--- src/ssx_pkg.sv ---
package ssx_pkg;

  // =========================================================
  // operation codes
  typedef enum logic [2:0] {
    SSX_OP_NONE,
    SSX_OP_SUBLIT,
    SSX_OP_SUBBOR,
    SSX_OP_SWAP,
    SSX_OP_DIRLOAD,
    SSX_OP_XORLIT,
    SSX_OP_XORFILE
  } ssx_op_e;

  // =========================================================
  // register map
  localparam logic [31:0] SSX_ADDR_CTRL   = 32'h0000_0000;
  localparam logic [31:0] SSX_ADDR_OPER   = 32'h0000_0004;
  localparam logic [31:0] SSX_ADDR_WREG   = 32'h0000_0008;
  localparam logic [31:0] SSX_ADDR_STATUS = 32'h0000_000C;
  localparam logic [31:0] SSX_ADDR_DIR    = 32'h0000_0010;
  localparam logic [31:0] SSX_ADDR_FILE   = 32'h0000_0200;

  // field layout of the operand register
  localparam int SSX_LIT_LSB  = 0;
  localparam int SSX_FA_LSB   = 8;
  localparam int SSX_DEST_BIT = 16;
  // status bits
  localparam int SSX_C_BIT  = 0;
  localparam int SSX_DC_BIT = 1;
  localparam int SSX_Z_BIT  = 2;

  // direction-load operand values
  localparam logic [6:0] SSX_DIR_A = 7'h05;
  localparam logic [6:0] SSX_DIR_B = 7'h06;
  localparam logic [6:0] SSX_DIR_C = 7'h07;

  localparam logic [7:0] SSX_DIR_RESET = 8'hFF;
  localparam int         SSX_FILE_DEPTH = 128;
  localparam logic [1:0] SSX_HTRANS_NONSEQ = 2'h2;

endpackage

--- src/ssx_file_mem.sv ---
`timescale 1ns/100ps
module ssx_file_mem
  import ssx_pkg::*;
(
  // clock
  input  wire logic       sys_clk,
  // write port
  input  wire logic       wrEn,
  input  wire logic [6:0] wrAddr,
  input  wire logic [7:0] wrData,
  // read port, registered
  input  wire logic [6:0] rdAddr,
  output logic      [7:0] rdData
);

  logic [7:0] memArray [SSX_FILE_DEPTH];

  // =========================================================
  // storage; no reset so it maps to ram
  always_ff @(posedge sys_clk)
  begin
    if (wrEn)
    begin
      memArray[wrAddr] <= wrData;
    end
    rdData <= memArray[rdAddr];
  end

endmodule // ssx_file_mem

--- src/ssx_exec.sv ---
// Function
// - literal minus working register, result into working register
// - carry set unless working value exceeds literal, digit carry unless working low nibble exceeds literal low nibble
// - file minus working minus inverted carry, updating carry, digit carry, zero
// - file operands: 7-bit address, destination 0 working, 1 file
// - nibble swap of file register into destination, flags untouched
// - operand 5,6,7 copies working register to direction A,B,C
// - xor literal with working register into working, zero only
// - xor file with working, routed by destination, zero only
//
// Our own choices: the register addresses and the AHB-Lite register port.
`timescale 1ns/100ps
module ssx_exec
  import ssx_pkg::*;
(
  // clock and reset
  input  wire logic        sys_clk,
  input  wire logic        rst,
  // ahb-lite slave
  input  wire logic        hsel,
  input  wire logic [31:0] haddr,
  input  wire logic [1:0]  htrans,
  input  wire logic        hwrite,
  input  wire logic [2:0]  hsize,
  input  wire logic [31:0] hwdata,
  input  wire logic        hready,
  output logic      [31:0] hrdata,
  output logic             hreadyout,
  output logic             hresp,
  // direction outputs
  output logic      [7:0]  port_a_direction,
  output logic      [7:0]  port_b_direction,
  output logic      [7:0]  port_c_direction,
  // flags
  output logic             carryFlag,
  output logic             digit_carry_flag,
  output logic             zeroFlag,
  output logic             busy
);

  typedef enum logic [1:0] {SSX_IDLE, SSX_FETCH, SSX_EXEC} ssx_state_e;

  // =========================================================
  // arithmetic helper: a - b - borrow, nine bits with carry out
  function automatic logic [8:0] ssxSub(input logic [7:0] a, input logic [7:0] b,
                                        input logic cin);
    ssxSub = {1'b0, a} + {1'b0, ~b} + {8'h00, cin};
  endfunction

  function automatic logic [4:0] ssxSubLow(input logic [3:0] a, input logic [3:0] b,
                                           input logic cin);
    ssxSubLow = {1'b0, a} + {1'b0, ~b} + {4'h0, cin};
  endfunction

  // =========================================================
  // bus address phase capture
  logic        phValid_reg, phValid_next;
  logic        phWrite_reg, phWrite_next;
  logic [31:0] phAddr_reg, phAddr_next;
  logic        addrPhase;

  assign addrPhase = hsel && hready && (htrans == SSX_HTRANS_NONSEQ);

  always_comb
  begin
    phValid_next = phValid_reg;
    phWrite_next = phWrite_reg;
    phAddr_next  = phAddr_reg;
    if (hready)
    begin
      phValid_next = addrPhase;
      phWrite_next = hwrite;
      phAddr_next  = haddr;
    end
  end

  // =========================================================
  // architectural state
  ssx_state_e  state_reg, state_next;
  ssx_op_e     op_reg, op_next;
  logic [7:0]  wReg_reg, wReg_next;
  logic [7:0]  lit_reg, lit_next;
  logic [6:0]  fa_reg, fa_next;
  logic        dest_reg, dest_next;
  logic        c_reg, c_next;
  logic        dc_reg, dc_next;
  logic        z_reg, z_next;
  logic [7:0]  dirA_reg, dirA_next;
  logic [7:0]  dirB_reg, dirB_next;
  logic [7:0]  dirC_reg, dirC_next;

  logic        memWrEn;
  logic [6:0]  memWrAddr;
  logic [7:0]  memWrData;
  logic [6:0]  memRdAddr;
  logic [7:0]  memRdData;

  logic        dataWr;
  logic        fileHit;
  logic [8:0]  subFull;
  logic [4:0]  subLow;
  logic [7:0]  result;

  assign dataWr  = phValid_reg && phWrite_reg;
  assign fileHit = (phAddr_reg[31:9] == SSX_ADDR_FILE[31:9]);

  ssx_file_mem uFileMem (
    .sys_clk (sys_clk),
    .wrEn    (memWrEn),
    .wrAddr  (memWrAddr),
    .wrData  (memWrData),
    .rdAddr  (memRdAddr),
    .rdData  (memRdData)
  );

  // file array sits at 0x200..0x3FC, one byte per word, so haddr[8:2] is the index
  assign memRdAddr = (state_reg == SSX_IDLE && addrPhase) ? haddr[8:2] : fa_reg;

  always_comb
  begin
    state_next = state_reg;
    op_next    = op_reg;
    wReg_next  = wReg_reg;
    lit_next   = lit_reg;
    fa_next    = fa_reg;
    dest_next  = dest_reg;
    c_next     = c_reg;
    dc_next    = dc_reg;
    z_next     = z_reg;
    dirA_next  = dirA_reg;
    dirB_next  = dirB_reg;
    dirC_next  = dirC_reg;
    memWrEn    = 1'b0;
    memWrAddr  = phAddr_reg[8:2];
    memWrData  = hwdata[7:0];
    subFull    = 9'h000;
    subLow     = 5'h00;
    result     = 8'h00;
    case (state_reg)
      SSX_IDLE:
      begin
        if (dataWr)
        begin
          if (fileHit)
          begin
            memWrEn = 1'b1;
          end
          else if (phAddr_reg == SSX_ADDR_OPER)
          begin
            lit_next  = hwdata[SSX_LIT_LSB +: 8];
            fa_next   = hwdata[SSX_FA_LSB +: 7];
            dest_next = hwdata[SSX_DEST_BIT];
          end
          else if (phAddr_reg == SSX_ADDR_WREG)
          begin
            wReg_next = hwdata[7:0];
          end
          else if (phAddr_reg == SSX_ADDR_STATUS)
          begin
            c_next  = hwdata[SSX_C_BIT];
            dc_next = hwdata[SSX_DC_BIT];
            z_next  = hwdata[SSX_Z_BIT];
          end
          else if (phAddr_reg == SSX_ADDR_CTRL)
          begin
            op_next = ssx_op_e'(hwdata[2:0]);
            if (op_next != SSX_OP_NONE)
            begin
              state_next = SSX_FETCH;
            end
          end
        end
      end
      // one cycle for the registered file read
      SSX_FETCH:
      begin
        state_next = SSX_EXEC;
      end
      SSX_EXEC:
      begin
        state_next = SSX_IDLE;
        case (op_reg)
          SSX_OP_SUBLIT:
          begin
            subFull   = ssxSub(lit_reg, wReg_reg, 1'b1);
            subLow    = ssxSubLow(lit_reg[3:0], wReg_reg[3:0], 1'b1);
            result    = subFull[7:0];
            wReg_next = result;
            c_next    = subFull[8];
            dc_next   = subLow[4];
            z_next    = (result == 8'h00);
          end
          SSX_OP_SUBBOR:
          begin
            // carry in is the inverted borrow
            subFull = ssxSub(memRdData, wReg_reg, c_reg);
            subLow  = ssxSubLow(memRdData[3:0], wReg_reg[3:0], c_reg);
            result  = subFull[7:0];
            c_next  = subFull[8];
            dc_next = subLow[4];
            z_next  = (result == 8'h00);
          end
          SSX_OP_SWAP:
          begin
            result = {memRdData[3:0], memRdData[7:4]};
          end
          SSX_OP_DIRLOAD:
          begin
            // other operand values are ignored
            if (fa_reg == SSX_DIR_A) dirA_next = wReg_reg;
            if (fa_reg == SSX_DIR_B) dirB_next = wReg_reg;
            if (fa_reg == SSX_DIR_C) dirC_next = wReg_reg;
          end
          SSX_OP_XORLIT:
          begin
            result    = wReg_reg ^ lit_reg;
            wReg_next = result;
            z_next    = (result == 8'h00);
          end
          SSX_OP_XORFILE:
          begin
            result = wReg_reg ^ memRdData;
            z_next = (result == 8'h00);
          end
          default:
          begin
          end
        endcase
        // destination routing for file-operand ops
        if (op_reg == SSX_OP_SUBBOR || op_reg == SSX_OP_SWAP || op_reg == SSX_OP_XORFILE)
        begin
          if (dest_reg)
          begin
            memWrEn   = 1'b1;
            memWrAddr = fa_reg;
            memWrData = result;
          end
          else
          begin
            wReg_next = result;
          end
        end
      end
      default:
      begin
        state_next = SSX_IDLE;
      end
    endcase
  end

  always_ff @(posedge sys_clk or posedge rst)
  begin
    if (rst)
    begin
      phValid_reg <= 1'b0;
      phWrite_reg <= 1'b0;
      phAddr_reg  <= 32'h0000_0000;
      state_reg   <= SSX_IDLE;
      op_reg      <= SSX_OP_NONE;
      wReg_reg    <= 8'h00;
      lit_reg     <= 8'h00;
      fa_reg      <= 7'h00;
      dest_reg    <= 1'b0;
      c_reg       <= 1'b0;
      dc_reg      <= 1'b0;
      z_reg       <= 1'b0;
      dirA_reg    <= SSX_DIR_RESET;
      dirB_reg    <= SSX_DIR_RESET;
      dirC_reg    <= SSX_DIR_RESET;
    end
    else
    begin
      phValid_reg <= phValid_next;
      phWrite_reg <= phWrite_next;
      phAddr_reg  <= phAddr_next;
      state_reg   <= state_next;
      op_reg      <= op_next;
      wReg_reg    <= wReg_next;
      lit_reg     <= lit_next;
      fa_reg      <= fa_next;
      dest_reg    <= dest_next;
      c_reg       <= c_next;
      dc_reg      <= dc_next;
      z_reg       <= z_next;
      dirA_reg    <= dirA_next;
      dirB_reg    <= dirB_next;
      dirC_reg    <= dirC_next;
    end
  end

  // =========================================================
  // read mux; bus stalls while an operation runs
  always_comb
  begin
    hrdata = 32'h0000_0000;
    if (phValid_reg && !phWrite_reg)
    begin
      if (fileHit)                             hrdata = {24'h000000, memRdData};
      else if (phAddr_reg == SSX_ADDR_CTRL)    hrdata = {29'h0, op_reg};
      else if (phAddr_reg == SSX_ADDR_OPER)    hrdata = {15'h0, dest_reg, 1'b0, fa_reg, lit_reg};
      else if (phAddr_reg == SSX_ADDR_WREG)    hrdata = {24'h000000, wReg_reg};
      else if (phAddr_reg == SSX_ADDR_STATUS)  hrdata = {29'h0, z_reg, dc_reg, c_reg};
      else if (phAddr_reg == SSX_ADDR_DIR)     hrdata = {8'h00, dirC_reg, dirB_reg, dirA_reg};
    end
  end

  assign hreadyout        = (state_reg == SSX_IDLE);
  assign hresp            = 1'b0;
  assign busy             = (state_reg != SSX_IDLE);
  assign port_a_direction = dirA_reg;
  assign port_b_direction = dirB_reg;
  assign port_c_direction = dirC_reg;
  assign carryFlag        = c_reg;
  assign digit_carry_flag = dc_reg;
  assign zeroFlag         = z_reg;

endmodule // ssx_exec

--- config.mk ---
export PLATFORM = sky130hd
export DESIGN_NAME = ssx_exec
export DESIGN_NICKNAME = d
export VERILOG_FILES = /design/src/ssx_pkg.sv /design/src/ssx_file_mem.sv /design/src/ssx_exec.sv
export SDC_FILE = /design/constraint.sdc
export NUM_CORES = 2
export LEC_CHECK = 0
export ABC_AREA = 1
export BUFFER_PORTS_ARGS = -buffer_cell sky130_fd_sc_hd__buf_2
export CAP_MARGIN = 20
export CORE_ASPECT_RATIO = 0.5
export CORE_MARGIN = 2
export CORE_UTILIZATION = 43
export DETAILED_ROUTE_END_ITERATION = 16
export SYNTH_ARGS = -nofsm -noshare
export SYNTH_HDL_FRONTEND = slang
export SYNTH_SLANG_ARGS = --single-unit
--- constraint.sdc ---
create_clock -name sys_clk -period 10.9 [get_ports sys_clk]
set_input_delay 0.545 -clock sys_clk [delete_from_list [all_inputs] [get_ports sys_clk]]
set_output_delay 0.545 -clock sys_clk [all_outputs]
set_load 0.01 [all_outputs]
==> flow_summary_export.csv <==
group,metric,value,unit
die,initial_core_util,43.2,%
clock_tree,cts_tree,"yes",
clock_tree,cts_root_buf,"clkbuf_16",
sta,fin_tns_setup,0,ps
placed_design,gp_congestion,0.946,
layout,area_growth,10.6,%
clock_tree,htreeDepth,3,
pwr,p_per_area,156,nW/µm²
grt,grt_remaining_overflow,0,
sta,slew_headroom,19.2,%
sta,rsz0062_at_grt,"false",
clock_tree,clk_path_buf_depth,3,
clock_tree,cts.sinks,1122,
routing,routed-via-count,35900,
worst_setup_path,critPathBufInv,4,
sta,finalSetupViolCount,0,
die,die_w,490,µm
die,die_h,247,µm
placed_design,place.port_buffers,107,
worst_setup_path,crit_family,"simple AND/OR/NAND/NOR gates",
routing,drc,0,
routing,wl_per_cell,19.9,µm
worst_setup_path,cp_slowest_cell,"buf_2",
layout,multi_input_area,13200,µm²
grt,grt_pass1_vias,33200,
routing,viasPerCell,5.19,
worst_setup_path,crit_path_cell_trace,"buf_2 > nand2_1 > inv_1 > nand3_4 > nand2_2 > nand2_4 > buf_12 > buf_4 > nand2_1 > nand3_1 > nand3_1 > nand3_1 > nand3_1 > nand3_1 > nand2_1 > nand2_1 > nand2_1",
synthesis,ys_ff_latch,1122,
grt,grt_start_max_net_pins,201,
clock_tree,ctsResizeCount,0,
worst_setup_path,path_class,"primary input to register",
worst_setup_path,end_kind,"register",
grt,antenna_found_initial,3,
sta,post-route-min-period,5360,ps
die,die_area,121000,µm²
worst_setup_path,critical-path-max-stage-delay,740,ps
layout,drive_gt1_share,7.21,%
layout,seq_area,33200,µm²
die,num_io_pins,136,
grt,grt_pass1_wl,204,mm
synthesis,syn_area_per_cell,9.74,µm²
worst_hold_path,hp-class,"primary input to register",
die,row_count,89,
layout,nFillCells,10700,
grt,grt_usage,22.4,%
outcome,status,"finished, final reports clean",
worst_setup_path,critical_path_required,11530,ps
layout,largest_reg_flops,1024,
synthesis,ys_seq_area_share,65.4,%
sta,skew,20.2,ps
worst_setup_path,cp-start-kind,"primary input",
routing,drt-pass1-iter-count,6,
die,fp.coreArea,117000,µm²
clock_tree,path_clk_slew,60,ps
synthesis,syn_area,50700,µm²
sta,slew_viol_final,0,
routing,wl,138,mm
routing,drt_iter0_markers,3344,
sta,fmax,186,MHz
worst_setup_path,crit_fanout,152,
clock_tree,post-cts-setup-buffer-count,0,
routing,ant_nets,0,
run,cap_violations,0,
synthesis,synth_cell_types,48,
sta,hold_viol_final,0,
pwr,peakVddDrop,0.115,mV
pwr,leakagePower,23.5,nW
clock_tree,clk_latency,710,ps
sta,hold_slack,52.6,ps
synthesis,yosys_warnings,0,
synthesis,synthCells,5210,
placed_design,place_hpwl,79.8,mm
layout,nets,5314,
sta,fin_crit_sh,49.2,%
sta,worst_pin_slew,1210,ps
clock_tree,cts_buffers,107,
worst_setup_path,arrival,5990,ps
==> worst reg2reg max path: cells and delay by family, from the launching register on <==
family | cells | cell delay, ps
and+or+nand+nor | 13 | 3110
buffers and inverters | 2 | 1650
DFF | 1 | 440
==> logic make-up after synthesis <==
| kind of cell | synth area share [%] |
|---|---|
| AND/OR/NAND/NOR | 22.4 |
| flip-flops | 65.4 |
| buffers and inverters | 9.07 |
| AO/OA/AOI/OAI | 2.40 |
| multiplexers | 0.0666 |
| other | 0.00739 |
| adder cells (fa/ha/maj) | 0.513 |
| XOR/XNOR | 0.190 |
==> where the power goes <==
part	switching, mW	internal, mW
Clock	1.65	2.05
Combinational	0.267	0.0726
Sequential	0.0112	4.71
==> Yosys cell counts, drive strengths merged <==
| master | number | area share, % |
|---|---|---|
| a211oi | 9 | 0.13 |
| a21o | 1 | 0.015 |
| a21oi | 75 | 0.74 |
| a22oi | 3 | 0.044 |
| a31oi | 3 | 0.037 |
| a41oi | 3 | 0.052 |
| buf | 184 | 1.8 |
| clkbuf | 78 | 0.58 |
| clkinv | 2 | 0.015 |
| conb | 1 | 0.0074 |
| dfrtp | 66 | 3.3 |
| dfstp | 24 | 1.2 |
| dfxtp | 8 | 0.32 |
| edfxtp | 1024 | 61 |
| fa | 3 | 0.12 |
| ha | 16 | 0.39 |
| inv | 902 | 6.7 |
| mux2 | 3 | 0.067 |
| nand2 | 1484 | 11 |
| nand3 | 911 | 9.0 |
| nand3b | 18 | 0.27 |
| nand4 | 19 | 0.23 |
| nor2 | 215 | 1.6 |
| nor3 | 11 | 0.12 |
| nor3b | 2 | 0.030 |
| nor4 | 5 | 0.062 |
| o211ai | 12 | 0.18 |
| o21a | 1 | 0.015 |
| o21ai | 105 | 1.1 |
| o221ai | 1 | 0.017 |
| o22a | 1 | 0.017 |
| o22ai | 5 | 0.062 |
| o31ai | 1 | 0.015 |
| o41ai | 1 | 0.017 |
| or2 | 2 | 0.025 |
| xnor2 | 3 | 0.052 |
| xor2 | 8 | 0.14 |
==> worst paths after layout <==
check	startpoint	to	slack (ps)	depth (start not counted)
setup / recovery	hready	uFileMem.rdData[7]	5540	17
hold / removal	haddr[21]	phAddr_reg[21]	50	3
setup reg to reg	state_reg[0]	uFileMem.rdData[7]	5570	15
hold reg to reg	port_b_direction[1]	port_b_direction[1]	500	2
max in group asynchronous	rst	lit_reg[2]	9280	4
min in group asynchronous	rst	phAddr_reg[25]	400	3
==> layout by cell type (no fill, tap or decap), drive strengths merged, types with 18 or more instances in the layout <==
master,n
clkinv,50
dfstp,24
clkbuf,133
a21oi,75
inv,906
dfrtp,66
edfxtp,1024
nand3b,18
nor2,215
o21ai,105
nand3,911
buf,155
nand2,1484
nand4,19
==> through the flow <==
| step | power [mW] | std cells | utilization [%] | setup slack, ps | cell area, µm² |
|---|---|---|---|---|---|
| 5_1_grt | 9.00 | 6903 | 47.8 | 5220 | 56100 |
| 4_1_cts | 8.81 | 6902 | 47.8 | 5730 | 56100 |
| 3_5_place_dp | 5.15 | 6703 | 44.8 | 4980 | 52700 |
| 6_report | 8.75 | 6903 | 47.8 | 5540 | 56100 |
| 2_1_floorplan | 5.02 | 5218 | - | 3140 | 50800 |
| 3_3_place_gp | 5.14 | 6703 | 44.8 | 5000 | 52700 |
==> final cells by class <==
class | count | area share (%)
sequential | 1122 | 59.1
multi-input combinational | 2930 | 23.4
inverter | 904 | 6.05
clock buffer | 133 | 5.14
tap | 1592 | 3.55
timing repair buffer | 156 | 1.70
clock inverter | 65 | 1.00
antenna | 1 | 0.00446
==> repair_timing <==
action / CTS / global route
setup endpoints to repair: 0 / 0
hold buffers: 1 / 0
hold endpoints to repair: 26 / 0
==> layer usage <==
metal / GRT usage [%] / vias to the layer above / wire [µm]
met1: 31.1 / 17200 / 59000
met3: 3.48 / 262 / 10900
met2: 35.8 / 1449 / 63000
met5: 0 / - / 0
li1: - / 17000 / -
met4: 7.96 / 0 / 4830
No activity file was read; power rests on OpenSTA's default activity.
